==> config.mk <==
export PLATFORM = sky130hd
export DESIGN_NAME = bmc_buck_mod_ctrl
export DESIGN_NICKNAME = d
export VERILOG_FILES = /design/src/common/bmc_pkg.sv /design/src/rtl/bmc_sync.sv /design/src/rtl/bmc_buck_mod_ctrl.sv
export SDC_FILE = /design/constraint.sdc
export NUM_CORES = 1
export LEC_CHECK = 0
export ABC_AREA = 1
export BUFFER_PORTS_ARGS = -buffer_cell sky130_fd_sc_hd__buf_2
export CAP_MARGIN = 30
export CORE_ASPECT_RATIO = 1.75
export CORE_MARGIN = 2
export CORE_UTILIZATION = 30
export DETAILED_ROUTE_END_ITERATION = 8
export SLEW_MARGIN = 20
export SYNTH_ARGS = -nofsm -noshare
export SYNTH_HDL_FRONTEND = slang
export SYNTH_SLANG_ARGS = --single-unit
==> constraint.sdc <==
create_clock -name sys_clk_i -period 1.63 [get_ports sys_clk_i]
set_input_delay 0.2445 -clock sys_clk_i [delete_from_list [all_inputs] [get_ports sys_clk_i]]
set_output_delay 0.2445 -clock sys_clk_i [all_outputs]
set_load 0.05 [all_outputs]
==> src/common/bmc_pkg.sv <==
// shared constants and types for the buck modulation mode controller
package bmc_pkg;

  // register bus geometry
  localparam int ADDR_W = 8;
  localparam int DATA_W = 16;

  // register offsets
  localparam logic [7:0] MODE_CTRL_OFS  = 8'h00;
  localparam logic [7:0] HW_CTRL0_OFS   = 8'h01;
  localparam logic [7:0] WAKE_STAT0_OFS = 8'h02;
  localparam logic [7:0] REG_STAT_OFS   = 8'h03;

  // mode command codes in mode_control_reg[1:0]
  localparam logic [1:0] CMD_NORMAL = 2'h0;
  localparam logic [1:0] CMD_STOP   = 2'h1;
  localparam logic [1:0] CMD_SLEEP  = 2'h2;

  // field positions
  localparam int CMD_LSB        = 0;
  localparam int HW_CFG_LSB     = 0;
  localparam int WS_UPSHIFT_BIT = 0;
  localparam int WS_WAKE_BIT    = 1;

  // chip operating modes
  typedef enum logic [2:0] {
    ST_NORMAL   = 3'h0,
    ST_STOP     = 3'h1,
    ST_SLEEP    = 3'h2,
    ST_FAILSAFE = 3'h3,
    ST_RESTART  = 3'h4
  } bmc_mode_t;

  // hardware_control_reg0 layout, bit 3 downward
  typedef struct packed {
    logic boost_en;
    logic lag_time_select;
    logic pin_controlled_modulation;
    logic auto_upshift_enable;
  } bmc_hwcfg_t;

  localparam logic [3:0] HW_CTRL0_RST = 4'h0;

  // synchronised pin inputs
  typedef struct packed {
    logic fail_safe;
    logic vs_below_boost_th;
    logic buck_above_rst_th;
    logic upshift_current;
    logic xcvr_wake;
    logic wake_input_pin;
  } bmc_pins_t;

  // lag timing
  localparam int CLK_FREQ_KHZ  = 20000;
  localparam int LAG_LONG_US   = 1000;
  localparam int LAG_SHORT_US  = 100;
  localparam int LAG_LONG_CYC  = LAG_LONG_US * CLK_FREQ_KHZ / 1000;
  localparam int LAG_SHORT_CYC = LAG_SHORT_US * CLK_FREQ_KHZ / 1000;
  typedef logic [14:0] bmc_lag_t;

endpackage

==> src/rtl/bmc_sync.sv <==
// two-flop synchroniser for asynchronous pin levels
module bmc_sync #(
  parameter int W = 1
) (
  // clock and reset
  input  wire logic         sys_clk_i,
  input  wire logic         rst_i,
  // levels
  input  wire logic [W-1:0] d_i,
  output logic      [W-1:0] q_o
);

  logic [W-1:0] meta_q;
  logic [W-1:0] sync_q;

  always_ff @(posedge sys_clk_i) begin
    if (rst_i) begin
      meta_q <= '0;
      sync_q <= '0;
    end else begin
      meta_q <= d_i;
      sync_q <= meta_q;
    end
  end

  assign q_o = sync_q;

endmodule

==> src/rtl/bmc_buck_mod_ctrl.sv <==
// buck modulation and regulator mode control with register port
//
// Behaviour
// - stop entry switches buck PWM to PFM, unless pin mode without auto has the pin high
// - default stop keeps PFM throughout
// - auto upshift beats pin control
// - both options clear: PFM throughout stop
// - overcurrent upshifts, flags and interrupts
// - only stop re-command restores PFM
// - arm auto detection after lag time
// - lag time on each stop command issued in PWM
// - lag select: 1 ms or 100 us
// - pin mode: pin level picks modulation
// - pin driven changes skip lag
// - stop to normal switches to PWM
// - boost untouched on stop to normal
// - sleep and fail-safe disable both regulators
// - wake in sleep, or in fail-safe once fail_safe is low, enters restart
// - restart enables buck, reset after threshold
// - restart re-enables boost per stored config
// - buck active normal, stop, restart
module bmc_buck_mod_ctrl #(
  parameter int unsigned LAG_LONG_CYC = bmc_pkg::LAG_LONG_CYC
) (
  // clock and reset
  input  wire logic                       sys_clk_i,
  input  wire logic                       rst_i,
  // register port
  input  wire logic [bmc_pkg::ADDR_W-1:0] addr_i,
  input  wire logic [bmc_pkg::DATA_W-1:0] wr_data_i,
  input  wire logic                       wr_en_i,
  input  wire logic                       rd_en_i,
  output logic      [bmc_pkg::DATA_W-1:0] rd_data_o,
  // asynchronous pin and comparator levels
  input  wire logic                       wake_input_pin_i,
  input  wire logic                       xcvr_wake_i,
  input  wire logic                       upshift_current_i,
  input  wire logic                       buck_above_rst_th_i,
  input  wire logic                       vs_below_boost_th_i,
  input  wire logic                       fail_safe_i,
  // regulator control and system outputs
  output logic                            buck_enable_o,
  output logic                            buck_pwm_o,
  output logic                            boost_run_o,
  output logic                            reset_out_n_o,
  output logic                            interrupt_out_n_o
);

  bmc_pkg::bmc_pins_t  pins_raw;
  bmc_pkg::bmc_pins_t  pins_s;
  bmc_pkg::bmc_hwcfg_t hw_q;
  bmc_pkg::bmc_mode_t  state_q;
  bmc_pkg::bmc_mode_t  state_d;
  bmc_pkg::bmc_lag_t   lag_cnt_q;

  logic                       auto_s_q;
  logic                       pin_s_q;
  logic                       upshifted_q;
  logic                       pwm_q;
  logic                       pwm_d;
  logic                       buck_en_q;
  logic                       boost_q;
  logic                       rst_n_q;
  logic                       int_n_q;
  logic                       ws_up_q;
  logic                       ws_wake_q;
  logic [bmc_pkg::DATA_W-1:0] rd_data_q;
  logic                       cmd_wr;
  logic [1:0]                 cmd;
  logic                       stop_entry;
  logic                       up_evt;
  logic                       lag_busy;
  logic                       wake;
  logic                       active_d;
  logic                       ws_wr;

  assign pins_raw = '{fail_safe:         fail_safe_i,
                      vs_below_boost_th: vs_below_boost_th_i,
                      buck_above_rst_th: buck_above_rst_th_i,
                      upshift_current:   upshift_current_i,
                      xcvr_wake:         xcvr_wake_i,
                      wake_input_pin:    wake_input_pin_i};

  bmc_sync #(
    .W ($bits(bmc_pkg::bmc_pins_t))
  ) u_sync (
    .sys_clk_i (sys_clk_i),
    .rst_i     (rst_i),
    .d_i       (pins_raw),
    .q_o       (pins_s)
  );

  assign cmd_wr   = wr_en_i && (addr_i == bmc_pkg::MODE_CTRL_OFS);
  assign cmd      = wr_data_i[bmc_pkg::CMD_LSB +: 2];
  assign ws_wr    = wr_en_i && (addr_i == bmc_pkg::WAKE_STAT0_OFS);
  assign wake     = pins_s.wake_input_pin | pins_s.xcvr_wake;
  assign lag_busy = (lag_cnt_q != '0);

  // mode sequencing
  always_comb begin
    state_d = state_q;
    case (state_q)
      bmc_pkg::ST_NORMAL: begin
        if (cmd_wr && cmd == bmc_pkg::CMD_STOP) begin
          state_d = bmc_pkg::ST_STOP;
        end else if (cmd_wr && cmd == bmc_pkg::CMD_SLEEP) begin
          state_d = bmc_pkg::ST_SLEEP;
        end
      end
      bmc_pkg::ST_STOP: begin
        if (cmd_wr && cmd == bmc_pkg::CMD_NORMAL) begin
          state_d = bmc_pkg::ST_NORMAL;
        end else if (cmd_wr && cmd == bmc_pkg::CMD_SLEEP) begin
          state_d = bmc_pkg::ST_SLEEP;
        end
      end
      bmc_pkg::ST_SLEEP: begin
        if (wake) begin
          state_d = bmc_pkg::ST_RESTART;
        end
      end
      bmc_pkg::ST_FAILSAFE: begin
        if (wake && !pins_s.fail_safe) begin
          state_d = bmc_pkg::ST_RESTART;
        end
      end
      bmc_pkg::ST_RESTART: begin
        if (pins_s.buck_above_rst_th) begin
          state_d = bmc_pkg::ST_NORMAL;
        end
      end
      default: begin
        state_d = bmc_pkg::ST_RESTART;
      end
    endcase
    if (pins_s.fail_safe) begin
      state_d = bmc_pkg::ST_FAILSAFE;
    end
  end

  // a stop command from normal or stop, also the re-command after an upshift
  assign stop_entry = cmd_wr && (cmd == bmc_pkg::CMD_STOP) && (state_d == bmc_pkg::ST_STOP);

  assign active_d = (state_d != bmc_pkg::ST_SLEEP) && (state_d != bmc_pkg::ST_FAILSAFE);

  assign up_evt = (state_q == bmc_pkg::ST_STOP) && (state_d == bmc_pkg::ST_STOP) && !stop_entry
                  && auto_s_q && !lag_busy && !upshifted_q && pins_s.upshift_current;

  always_ff @(posedge sys_clk_i) begin
    if (rst_i) begin
      state_q <= bmc_pkg::ST_RESTART;
    end else begin
      state_q <= state_d;
    end
  end

  // software configuration
  always_ff @(posedge sys_clk_i) begin
    if (rst_i) begin
      hw_q <= bmc_pkg::bmc_hwcfg_t'(bmc_pkg::HW_CTRL0_RST);
    end else if (wr_en_i && addr_i == bmc_pkg::HW_CTRL0_OFS) begin
      hw_q <= bmc_pkg::bmc_hwcfg_t'(wr_data_i[bmc_pkg::HW_CFG_LSB +: 4]);
    end
  end

  // options held for the whole stop period
  always_ff @(posedge sys_clk_i) begin
    if (rst_i) begin
      auto_s_q <= 1'b0;
      pin_s_q  <= 1'b0;
    end else if (stop_entry) begin
      auto_s_q <= hw_q.auto_upshift_enable;
      pin_s_q  <= hw_q.pin_controlled_modulation;
    end
  end

  // lag timer starts on each stop command issued while in PWM
  always_ff @(posedge sys_clk_i) begin
    if (rst_i) begin
      lag_cnt_q <= '0;
    end else if (state_d != bmc_pkg::ST_STOP) begin
      lag_cnt_q <= '0;
    end else if (stop_entry && pwm_q) begin
      lag_cnt_q <= hw_q.lag_time_select ? bmc_pkg::bmc_lag_t'(LAG_LONG_CYC)
                                        : bmc_pkg::bmc_lag_t'(bmc_pkg::LAG_SHORT_CYC);
    end else if (lag_busy) begin
      lag_cnt_q <= lag_cnt_q - 15'h0001;
    end
  end

  // latched upshift, held until the next stop command or exit from stop
  always_ff @(posedge sys_clk_i) begin
    if (rst_i) begin
      upshifted_q <= 1'b0;
    end else if (stop_entry || state_d != bmc_pkg::ST_STOP) begin
      upshifted_q <= 1'b0;
    end else if (up_evt) begin
      upshifted_q <= 1'b1;
    end
  end

  // modulation choice
  always_comb begin
    pwm_d = 1'b1;
    case (state_d)
      bmc_pkg::ST_STOP: begin
        if (stop_entry) begin
          pwm_d = hw_q.pin_controlled_modulation && !hw_q.auto_upshift_enable
                  && pins_s.wake_input_pin;
        end else if (auto_s_q) begin
          pwm_d = upshifted_q || up_evt;
        end else if (pin_s_q) begin
          pwm_d = pins_s.wake_input_pin;
        end else begin
          pwm_d = 1'b0;
        end
      end
      bmc_pkg::ST_SLEEP: pwm_d = 1'b0;
      bmc_pkg::ST_FAILSAFE: pwm_d = 1'b0;
      bmc_pkg::ST_NORMAL: pwm_d = 1'b1;
      bmc_pkg::ST_RESTART: pwm_d = 1'b1;
      default: pwm_d = 1'b1;
    endcase
  end

  // regulator enables and reset pin
  always_ff @(posedge sys_clk_i) begin
    if (rst_i) begin
      pwm_q     <= 1'b1;
      buck_en_q <= 1'b1;
      boost_q   <= 1'b0;
      rst_n_q   <= 1'b0;
    end else begin
      pwm_q     <= pwm_d;
      buck_en_q <= active_d;
      boost_q   <= active_d && hw_q.boost_en && pins_s.vs_below_boost_th;
      rst_n_q   <= active_d && (state_d != bmc_pkg::ST_RESTART);
    end
  end

  // wake status; hardware set wins over a write-one clear
  always_ff @(posedge sys_clk_i) begin
    if (rst_i) begin
      ws_up_q   <= 1'b0;
      ws_wake_q <= 1'b0;
      int_n_q   <= 1'b1;
    end else begin
      ws_up_q   <= up_evt || (ws_up_q && !(ws_wr && wr_data_i[bmc_pkg::WS_UPSHIFT_BIT]));
      ws_wake_q <= (state_d == bmc_pkg::ST_RESTART && !active_q())
                   || (ws_wake_q && !(ws_wr && wr_data_i[bmc_pkg::WS_WAKE_BIT]));
      int_n_q   <= !(up_evt || ws_up_q);
    end
  end

  function automatic logic active_q();
    active_q = (state_q != bmc_pkg::ST_SLEEP) && (state_q != bmc_pkg::ST_FAILSAFE);
  endfunction

  // read port, data in the cycle after the strobe
  always_ff @(posedge sys_clk_i) begin
    if (rst_i) begin
      rd_data_q <= '0;
    end else if (rd_en_i) begin
      case (addr_i)
        bmc_pkg::MODE_CTRL_OFS:  rd_data_q <= {13'h0000, state_q};
        bmc_pkg::HW_CTRL0_OFS:   rd_data_q <= {12'h000, hw_q};
        bmc_pkg::WAKE_STAT0_OFS: rd_data_q <= {14'h0000, ws_wake_q, ws_up_q};
        bmc_pkg::REG_STAT_OFS:   rd_data_q <= {11'h000, rst_n_q, boost_q, buck_en_q,
                                               lag_busy, pwm_q};
        default:                 rd_data_q <= '0;
      endcase
    end else begin
      rd_data_q <= '0;
    end
  end

  assign rd_data_o         = rd_data_q;
  assign buck_enable_o     = buck_en_q;
  assign buck_pwm_o        = pwm_q;
  assign boost_run_o       = boost_q;
  assign reset_out_n_o     = rst_n_q;
  assign interrupt_out_n_o = int_n_q;

  a_stop_entry_pfm: assert property (
    @(posedge sys_clk_i) disable iff (rst_i)
    (stop_entry && !hw_q.pin_controlled_modulation) |=> !pwm_q)
    else $error("stop entry did not select PFM");

  a_default_pfm_stop: assert property (
    @(posedge sys_clk_i) disable iff (rst_i)
    (state_q == bmc_pkg::ST_STOP && !auto_s_q && !pin_s_q) |-> !pwm_q)
    else $error("PWM in stop with both options clear");

  a_auto_priority: assert property (
    @(posedge sys_clk_i) disable iff (rst_i)
    (state_q == bmc_pkg::ST_STOP && auto_s_q && !upshifted_q) |-> !pwm_q)
    else $error("PWM in auto mode without an upshift");

  a_upshift_flag_int: assert property (
    @(posedge sys_clk_i) disable iff (rst_i)
    up_evt |=> (pwm_q && ws_up_q && !int_n_q))
    else $error("upshift lacks PWM, flag or interrupt");

  a_lag_gate_arm: assert property (
    @(posedge sys_clk_i) disable iff (rst_i)
    (state_q == bmc_pkg::ST_STOP && auto_s_q && $rose(pwm_q)) |-> !$past(lag_busy))
    else $error("upshift armed during lag time");

  a_lag_inserted: assert property (
    @(posedge sys_clk_i) disable iff (rst_i)
    (stop_entry && pwm_q) |=> (lag_busy || state_q != bmc_pkg::ST_STOP) [*8])
    else $error("lag time not inserted on PWM to PFM");

  a_pin_follows: assert property (
    @(posedge sys_clk_i) disable iff (rst_i)
    (state_q == bmc_pkg::ST_STOP && $past(state_q) == bmc_pkg::ST_STOP && pin_s_q && !auto_s_q)
    |-> (pwm_q == $past(pins_s.wake_input_pin)))
    else $error("modulation does not follow the wake pin");

  a_normal_pwm: assert property (
    @(posedge sys_clk_i) disable iff (rst_i)
    ($past(state_q) == bmc_pkg::ST_STOP && state_q == bmc_pkg::ST_NORMAL) |-> pwm_q)
    else $error("stop to normal left buck in PFM");

  a_sleep_regs_off: assert property (
    @(posedge sys_clk_i) disable iff (rst_i)
    (state_q == bmc_pkg::ST_SLEEP || state_q == bmc_pkg::ST_FAILSAFE) |-> (!buck_en_q && !boost_q))
    else $error("regulator enabled in sleep or fail-safe");

  a_reset_release: assert property (
    @(posedge sys_clk_i) disable iff (rst_i)
    $rose(rst_n_q) |-> ($past(pins_s.buck_above_rst_th) && buck_en_q))
    else $error("reset released before buck threshold");

endmodule

==> results of run 1 <==
[cells by family after synthesis]
kind of cell	Yosys count	share of synthesized area [%]
other	1	0.163
muxes	1	0.434
adders and majority gates	1	0.542
AOI/OAI and AO/OA	32	7.76
and+or+nand+nor	156	31.0
buffers and inverters	67	13.1
DFF	49	42.5
xor gates and xnor gates	12	4.56
[sequential cells by signal, summed over array words and instances, names as in the netlist]
signal and flops:
auto_s_q 1, boost_run_o 1, buck_enable_o 1, buck_pwm_o 1
hw_q 4, interrupt_out_n_o 1, lag_cnt_q 15, pin_s_q 1
rd_data_o 5, reset_out_n_o 1, state_q 3, u_sync.meta_q 6
u_sync.q_o 6, upshifted_q 1, ws_up_q 1, ws_wake_q 1
[routing by layer]
layer / vias up / global-route usage, % / wire [um]
li1: 1150 / - / -
met1: 1060 / 12.4 / 2110
met2: 46 / 26.9 / 3280
met3: 12 / 2.77 / 171
met4: 0 / 6.49 / 155
met5: - / 0 / 0
[stage by stage]
| stage | power, mW | hold slack, ns | util (%) | setup slack (ns) |
|---|---|---|---|---|
| 2_1_floorplan | 1.41 | 0.351 | - | -0.0623 |
| 3_3_place_gp | 1.48 | 0.391 | 38.7 | -0.312 |
| 3_5_place_dp | 1.48 | 0.396 | 38.7 | -0.320 |
| 4_1_cts | 2.70 | 0.150 | 42.1 | -0.136 |
| 5_1_grt | 2.78 | 0.163 | 43.9 | -0.268 |
| 6_report | 2.67 | 0.153 | 43.9 | -0.172 |
[path summary, 6_finish.rpt]
path / startpoint / endpoint / depth (start not counted)
max: state_q[2]$_SDFF_PP1_ / buck_pwm_o$_SDFF_PP1_ / 14
min reg2reg: u_sync.meta_q[4]$_SDFF_PP0_ / u_sync.q_o[4]$_SDFF_PP0_ / 2
min: wake_input_pin_i / u_sync.meta_q[0]$_SDFF_PP0_ / 3
max reg2reg: state_q[2]$_SDFF_PP1_ / buck_pwm_o$_SDFF_PP1_ / 14
[worst max-delay path: cells and delay by family (launching register included)]
family / cells / cell delay [ns]
flops: 1 / 0.36
buf+inv: 3 / 0.33
simple gates: 11 / 0.99
[synthesized netlist by cell type (all sizes together), types with 2 or more instances]
master  number
xor2        10
nand2       63
o21ai       10
dfxtp       49
a211oi       2
nand4        8
xnor2        2
inv         51
clkbuf       3
nand3       16
a31oi        3
nor2        55
nor4         2
a21oi       14
nor3        10
buf         13
[power breakdown]
part           internal, mW  switching (mW)  total (mW)
clock                 0.765           0.443        1.21
sequential             1.22          0.0133        1.23
combinational        0.0752           0.159       0.234
[area by class of cell]
type	count	area share, %
sequential	49	30.0
tap	88	3.34
clock buffer	6	4.21
clock inverter	2	1.14
inverter	51	5.88
timing repair buffer	83	16.9
multi-input combinational	214	38.5
[repair_timing]
action | 4_1_cts | 5_1_grt
cloned | 0 | 1
endpoints found under the setup margin | 22 | 22
resized for setup | 21 | 33
pin swaps | 9 | 12
buffers inserted | 4 | 2
==> run_results.csv, run 1 <==
group,metric,value,unit
clock_network,cts_buffers,5,
sta,clock_skew,0.00507,ns
cells_and_area,areaGrowthSynthToFinish,42.8,%
clock_network,clkLatencyLatePin,0.29,ns
die,io_pins,55,
logic_synthesis,yosysUniqueCellTypes,33,
setup_path,r2r_slack,-0.17,ns
clock_network,clkTransAtPathRegs,0.06,ns
cells_and_area,instances_no_fill,493,
clock_network,clock-sinks,49,
setup_path,cp.required,1.81,ns
logic_synthesis,yosysSeqAreaShare,42.5,%
setup_path,path_class,"reg2reg",
placed_design,gp_congestion,0.859,
routing,post_drt_wl_per_cell,11.6,um
sta,rsz0062_at_grt,"yes",
die,fp-row-count,42,
sta,setup_viol,22,
power_and_ir_drop,p_leak,1.52,nW
sta,setup_ws,-0.172,ns
clock_network,cts_tree,"done",
sta,report.final.slew_viol_count,0,
die,start_util,30.7,%
sta,min_period_over_period,111,%
clock_network,cts_max_level,2,
logic_synthesis,ys_top_cells_by_area,"dfxtp_1, nand2_1, inv_1, nor2_1, xor2_1",
routing,route.detailed.drc,0,
setup_path,worstPathCellList,"buf_4, nor2_4, nand4_1, nand2_1, inv_1, nand2_2, nand4_4, nor2_4, buf_6, nor2_1, nand2_1, nand2_1, nand2_1, nand2_1",
setup_path,end_kind,"flip-flop",
flow_run,drv_cap,0,
sta,fmax,555,MHz
routing,drt_iter0_drc,65,
global_route,antenna_found_initial,0,
logic_synthesis,synthArstFlopShare,0,%
placed_design,placed_area,2910,sq um
sta,hold_viol_final,0,
outcome,violations,"negative setup slack",
logic_synthesis,yosys.area.top_type,"dfxtp_1",
outcome,status,"complete, but fails checks",
setup_path,worstPathArrival,1.98,ns
global_route,grt_max_degree,18,
global_route,grt_pass1_wl,8980,um
global_route,globalRouteTotalUtil,13.5,%
setup_path,cp_common_cell,"nand2_1",
clock_network,cts_root_buffer,"clkbuf_16",
cells_and_area,drive_gt1_share,37.0,%
cells_and_area,seqCellArea,990,sq um
setup_path,cpPeakStageDelay,0.36,ns
logic_synthesis,post_synth.cell_area_avg,7.23,sq um
clock_network,cts_hold_buffers,0,
clock_network,clock_path_buffers,2,
sta,finalSetupTns,-1.89,ns
cells_and_area,final_cell_mix,"nand2_1, buf_4, inv_1, dfxtp_1, nor2_1",
global_route,grt_overflow,0,
logic_synthesis,synth_cells,319,
cells_and_area,nets,439,
logic_synthesis,syn_area,2310,sq um
sta,period_minus_slack,1.80,ns
logic_synthesis,synth_enable_flop_cells,0,
placed_design,post-place-cells,478,
global_route,grt_pass1_vias,2101,
cells_and_area,multi_input_area,1270,sq um
routing,via_per_inst,4.60,
placed_design,port_buffers,31,
worst_hold_path,hold_class,"in2reg",
setup_path,cp_slowest_cell,"dfxtp_4",
die,core_area,7510,sq um
cells_and_area,n_antenna_cell,0,
logic_synthesis,yosysTopAreaCellShare,42.5,%
placed_design,dpl.hpwl,4330,um
power_and_ir_drop,powerDensity,811,nW/um^2
die,die_w,70.3,um
cells_and_area,finalInstanceArea,3300,sq um
logic_synthesis,yosys_register_bits,49,
setup_path,critical_path.startpoint_type,"flip-flop",
logic_synthesis,ys_warn_count,0,
logic_synthesis,dominantRegCellSynth,"dfxtp_1",
routing,drt_first_pass_iters,4,
die,die_area,8440,sq um
routing,vias,2268,
power_and_ir_drop,irDropWorstVdd,0.000433,V
setup_path,cp_max_fo,5,
cells_and_area,nFillCells,735,
routing,wirelength,5710,um
routing,ant_nets,0,
die,floorplan.die.height,120,um
No activity file was read; power rests on OpenSTA's default activity.
==> run 2, diff against run 1 <==
- CTS_BUF_LIST: default -> sky130_fd_sc_hd__clkbuf_2 sky130_fd_sc_hd__clkbuf_4 sky130_fd_sc_hd__clkbuf_8
==> run_results.csv, run 2 (synthesis results as in run 1) <==
group,metric,value,unit
outcome,status,"complete, but fails checks",
outcome,violations,"negative setup slack",
die,die_area,8440,sq um
power_and_ir_drop,powerDensity,714,nW/um^2
sta,finalSetupTns,-1.03,ns
clock_network,cts_root_buffer,"clkbuf_8",
clock_network,clock-sinks,49,
setup_path,r2r_cells,14,
placed_design,dpl.hpwl,4330,um
placed_design,gp_congestion,0.859,
cells_and_area,regMostFlops,"lag_cnt_q",
global_route,antenna_found_initial,0,
sta,fmax,567,MHz
cells_and_area,nFillCells,730,
routing,drt_iter0_drc,125,
routing,post_drt_wl_per_cell,11.4,um
die,start_util,30.7,%
clock_network,clkLatencyLatePin,0.31,ns
global_route,grt_pass1_vias,2149,
global_route,globalRouteTotalUtil,13.6,%
setup_path,worstPathArrival,2.02,ns
worst_hold_path,hold_depth,3,
die,io_pins,55,
cells_and_area,n_antenna_cell,0,
sta,setup_viol,20,
cells_and_area,areaGrowthSynthToFinish,44.1,%
sta,rsz0062_at_grt,"yes",
clock_network,clock_path_buffers,2,
setup_path,end_kind,"flip-flop",
clock_network,cts_max_level,2,
die,die_w,70.3,um
routing,route.detailed.drc,0,
cells_and_area,largest_register_ffs,15,
setup_path,path_class,"reg2reg",
die,core_area,7510,sq um
global_route,grt_max_degree,18,
cells_and_area,final_common_cell,"buf_4",
cells_and_area,drive_gt1_share,38.8,%
clock_network,clkTransAtPathRegs,0.09,ns
cells_and_area,nets,444,
setup_path,cp.required,1.88,ns
routing,wirelength,5660,um
worst_hold_path,hold_class,"in2reg",
routing,via_per_inst,4.54,
sta,report.final.slew_viol_count,0,
sta,hold_viol_final,0,
flow_run,drv_cap,0,
sta,period_minus_slack,1.76,ns
setup_path,critical_path.startpoint_type,"flip-flop",
routing,drt_first_pass_iters,6,
sta,clock_skew,0.00879,ns
clock_network,cts_buffers,5,
clock_network,cts_tree,"done",
die,floorplan.die.height,120,um
sta,min_period_over_period,108,%
setup_path,cp_max_fo,4,
cells_and_area,utilization,44.3,%
routing,ant_nets,0,
die,fp-row-count,42,
placed_design,port_buffers,31,
routing,vias,2262,
cells_and_area,final_cell_mix,"buf_4, nand2_1, inv_1, dfxtp_1, nor2_1",
global_route,grt_pass1_wl,9030,um
sta,setup_ws,-0.134,ns
global_route,grt_overflow,0,
power_and_ir_drop,irDropWorstVdd,0.000438,V
power_and_ir_drop,p_leak,1.53,nW
-- run 2: changes by cell type in the layout (fill, tap and decap cells not counted), moves of 2 or more --
cell	delta
o21ai_2	-2
nand3_2	-2
nand2_1	-3
clkbuf_16	-5
clkbuf_8	+5
buf_6	+2
buf_4	+3
-- run 2: timing repair --
action                     4_1_cts  5_1_grt
hold buffers                     0        0
setup endpoints to repair       22       22
resized for setup               33       31
pin swaps                       19       15
setup buffers                    7        4
gates cloned                     1        0
-- run 2: cell type report --
| class | count | area [sq um] | area share, % |
|---|---|---|---|
| flip-flops and latches | 49 | 991 | 29.8 |
| multi-input cells | 214 | 1310 | 39.4 |
| clock buffers | 6 | 82.6 | 2.48 |
| inverters | 51 | 194 | 5.83 |
| clock inverters | 2 | 37.5 | 1.13 |
| well taps | 88 | 110 | 3.31 |
| repair buffers | 88 | 602 | 18.1 |
-- run 2: final timing paths --
path / startpoint / to / slack [ns]
max: lag_cnt_q[1]$_SDFFE_PP0P_ / buck_pwm_o$_SDFF_PP1_ / -0.13
max reg2reg: lag_cnt_q[1]$_SDFFE_PP0P_ / buck_pwm_o$_SDFF_PP1_ / -0.13
min reg2reg: u_sync.meta_q[4]$_SDFF_PP0_ / u_sync.q_o[4]$_SDFF_PP0_ / 0.41
min: wake_input_pin_i / u_sync.meta_q[0]$_SDFF_PP0_ / 0.13
-- run 2: critical path: stages, from the launching register on --
cell,delay [ns]
dfxtp_2,0.33
inv_2,0.06
ha_4,0.14
nand2_4,0.05
nor2_4,0.12
nand3_4,0.10
nor2_4,0.13
nand3_2,0.10
nor2_1,0.10
nand4_1,0.22
nand3_1,0.16
nand2_1,0.06
nand2_1,0.05
nand2_1,0.04
nand2_1,0.04
-- run 2: power by group --
| part | switching, mW | internal, mW | total [mW] |
|---|---|---|---|
| Clock | 0.410 | 0.499 | 0.909 |
| Combinational | 0.157 | 0.0765 | 0.233 |
| Sequential | 0.0147 | 1.22 | 1.23 |
| Total | 0.581 | 1.79 | 2.37 |
-- run 2: layer usage --
layer | share of wire (%) | track usage (%) | up-vias | routed length [um]
met1 | 37 | 12.3 | 1046 | 2100
met4 | 3.4 | 7.33 | 0 | 195
li1 | - | - | 1162 | -
met2 | 56 | 26.7 | 37 | 3200
met5 | 0 | 0 | - | 0
met3 | 2.9 | 3.02 | 17 | 162
-- run 2: through the flow --
stage | hold slack [ns] | instances | power (mW) | area [sq um] | setup WS [ns]
3_3_place_gp | 0.391 | 478 | 1.48 | 2910 | -0.312
2_1_floorplan | 0.351 | 329 | 1.41 | 2410 | -0.0623
5_1_grt | 0.132 | 498 | 2.49 | 3330 | -0.248
3_5_place_dp | 0.396 | 478 | 1.48 | 2910 | -0.320
6_report | 0.133 | 498 | 2.37 | 3330 | -0.134
4_1_cts | 0.122 | 494 | 2.40 | 3190 | -0.139
==> run 3, diff against run 2 <==
- CELL_PAD_IN_SITES_DETAIL_PLACEMENT: default -> 0
- CELL_PAD_IN_SITES_GLOBAL_PLACEMENT: default -> 2
- CORE_UTILIZATION: 30 -> 27
- PLACE_DENSITY_LB_ADDON: default -> 0.1
==> run_results.csv, run 3 (synthesis results as in run 1) <==
group,metric,value,unit
placed_design,post-place-cells,512,
routing,wl_met2,3960,um
setup_path,cp.required,1.89,ns
sta,report.final.slew_viol_count,0,
power_and_ir_drop,clkPwrFrac,41.9,%
cells_and_area,nets,460,
die,core_area,8310,sq um
routing,dr_wl_met3,176,um
setup_path,cpPeakStageDelay,0.35,ns
die,floorplan.die.height,126,um
routing,highest_layer,"met4",
routing,drt_first_pass_iters,4,
global_route,grt_pass1_vias,2231,
sta,min_period_over_period,105,%
clock_network,clock-sinks,49,
die,fp-row-count,44,
routing,wirelength,6580,um
setup_path,timing.rr.end,"lag_cnt_q[13]$_SDFFE_PP0P_",
worst_hold_path,hold_class,"in2reg",
cells_and_area,final_cell_mix,"buf_4, nand2_1, inv_1",
cells_and_area,instances_no_fill,541,
clock_network,cts_tree,"done",
die,io_pins,55,
sta,clock_skew,0.0105,ns
cells_and_area,drive_gt1_share,43.7,%
setup_path,cp_max_fo,7,
clock_network,cts_max_level,2,
outcome,status,"complete, but fails checks",
routing,post_drt_wl_per_cell,12.2,um
global_route,grt_max_degree,17,
routing,drt_iter0_drc,37,
worst_hold_path,holdPathEnd,"u_sync.meta_q[5]$_SDFF_PP0_",
worst_hold_path,hold_depth,3,
die,start_util,27.8,%
setup_path,r2r_cells,14,
setup_path,crit_family,"simple AND/OR/NAND/NOR gates",
setup_path,end_kind,"flip-flop",
cells_and_area,utilization,42.9,%
setup_path,critical_path.startpoint_type,"flip-flop",
flow_run,drv_cap,0,
clock_network,clkTransAtPathRegs,0.10,ns
power_and_ir_drop,powerDensity,712,nW/um^2
cells_and_area,regMostFlops,"lag_cnt_q",
cells_and_area,final_common_cell,"buf_4",
cells_and_area,largest_register_ffs,15,
setup_path,worstPathCellList,"inv_2, nand2_4, nor2_4, nand4_1, nand2_1, inv_1, nand2_2, nand4_4, nor2_4, buf_12, nand2_8, nand2_4, nand3_2, nor2_2",
placed_design,port_buffers,31,
placed_design,post-place-ws,-0.325,ns
sta,hold_viol_final,0,
routing,via_per_inst,4.24,
power_and_ir_drop,power_switching,0.620,mW
outcome,violations,"negative setup slack",
cells_and_area,n_antenna_cell,0,
cells_and_area,areaGrowthSynthToFinish,54.4,%
routing,ant_nets,0,
power_and_ir_drop,power_frac_comb,9.3,%
global_route,antenna_found_initial,0,
power_and_ir_drop,switching_share,24.5,%
sta,rsz0062_at_grt,"yes",
routing,wl_met1,2150,um
power_and_ir_drop,irDropWorstVdd,0.000512,V
placed_design,gp_congestion,0.789,
power_and_ir_drop,seq_power_share,48.8,%
setup_path,r2r-start,"state_q[0]$_SDFF_PP0_",
power_and_ir_drop,p_int,1.91,mW
global_route,grt_overflow,0,
setup_path,cp_slowest_cell,"dfxtp_2",
die,die_area,9330,sq um
setup_path,cp.buffers_inverters,3,
clock_network,cts_buffers,5,
clock_network,cts_root_buffer,"clkbuf_8",
global_route,globalRouteTotalUtil,15.0,%
sta,fmax,582,MHz
worst_hold_path,hold_start,"fail_safe_i",
routing,vias,2294,
sta,setup_viol,17,
clock_network,clkLatencyLatePin,0.32,ns
power_and_ir_drop,p_leak,1.64,nW
setup_path,worstPathArrival,1.98,ns
die,die_w,73.9,um
clock_network,cts_hold_buffers,0,
setup_path,path_class,"reg2reg",
global_route,grt_pass1_wl,10300,um
placed_design,dpl.hpwl,5180,um
sta,period_minus_slack,1.72,ns
clock_network,clock_path_buffers,2,
setup_path,r2r_slack,-0.09,ns
sta,setup_ws,-0.0880,ns
routing,route.detailed.drc,0,
## run 3: changes by cell type in the layout (fill, tap and decap cells not counted), moves of 3 or more
cell     before  now
buf_4        52   69
buf_6         5    2
nand3_2       3    6
nor2_1       41   38
## run 3: worst max path at each step
stage	start	endpoint	slack [ns]	depth (start not counted)
3_3_place_gp	addr_i[3]	lag_cnt_q[4]$_SDFFE_PP0P_	-0.31	13
2_1_floorplan	addr_i[4]	lag_cnt_q[3]$_SDFFE_PP0P_	-0.06	13
4_1_cts	lag_cnt_q[2]$_SDFFE_PP0P_	lag_cnt_q[13]$_SDFFE_PP0P_	-0.11	12
5_1_grt	state_q[0]$_SDFF_PP0_	lag_cnt_q[13]$_SDFFE_PP0P_	-0.24	14
6_report	state_q[0]$_SDFF_PP0_	lag_cnt_q[13]$_SDFFE_PP0P_	-0.09	14
3_5_place_dp	addr_i[3]	lag_cnt_q[13]$_SDFFE_PP0P_	-0.32	14
## run 3: metrics by stage
| step | hold WS [ns] | setup TNS [ns] | area [sq um] | power [mW] |
|---|---|---|---|---|
| floorplan | 0.351 | -0.683 | 2410 | 1.41 |
| global placement | 0.392 | -5.95 | 2990 | 1.48 |
| detailed placement | 0.394 | -5.96 | 2990 | 1.48 |
| CTS | 0.116 | -0.439 | 3400 | 2.57 |
| global route | 0.112 | -3.33 | 3560 | 2.65 |
| finish | 0.123 | -0.592 | 3560 | 2.53 |
## run 3: timing repair
item,CTS,global route
setup buffers,13,8
setup endpoints to repair,22,26
gates resized for setup,48,31
pin swaps,26,22
gates cloned,2,0
## run 3: power by group through the flow
| stage | registers (mW) | clock network (mW) | logic, mW |
|---|---|---|---|
| global route | 1.24 | 1.15 | 0.259 |
| CTS | 1.24 | 1.11 | 0.229 |
| detailed placement | 1.26 | 0 | 0.225 |
| finish | 1.24 | 1.06 | 0.235 |
| global placement | 1.26 | 0 | 0.226 |
| floorplan | 1.27 | 0 | 0.140 |
## run 3: layer usage
metal | track usage [%] | vias up
met3 | 2.96 | 16
met1 | 13.2 | 1059
li1 | - | 1188
met4 | 8.13 | 0
met2 | 29.5 | 31
met5 | 0 | -
## run 3: worst reg2reg max path, delay by kind of cell (launching register included)
kind | cells | cell delay, ns
flip-flops | 1 | 0.35
buffers and inverters | 3 | 0.28
AND/OR/NAND/NOR | 11 | 1.05
## run 3: layout make-up
class,instances,area (sq um)
Clock buffer,5,68.8
Clock inverter,3,68.8
Fill cell,895,4750
Inverter,51,194
Multi-Input combinational cell,214,1370
Sequential cell,49,993
Tap cell,115,144
Timing Repair Buffer,104,721
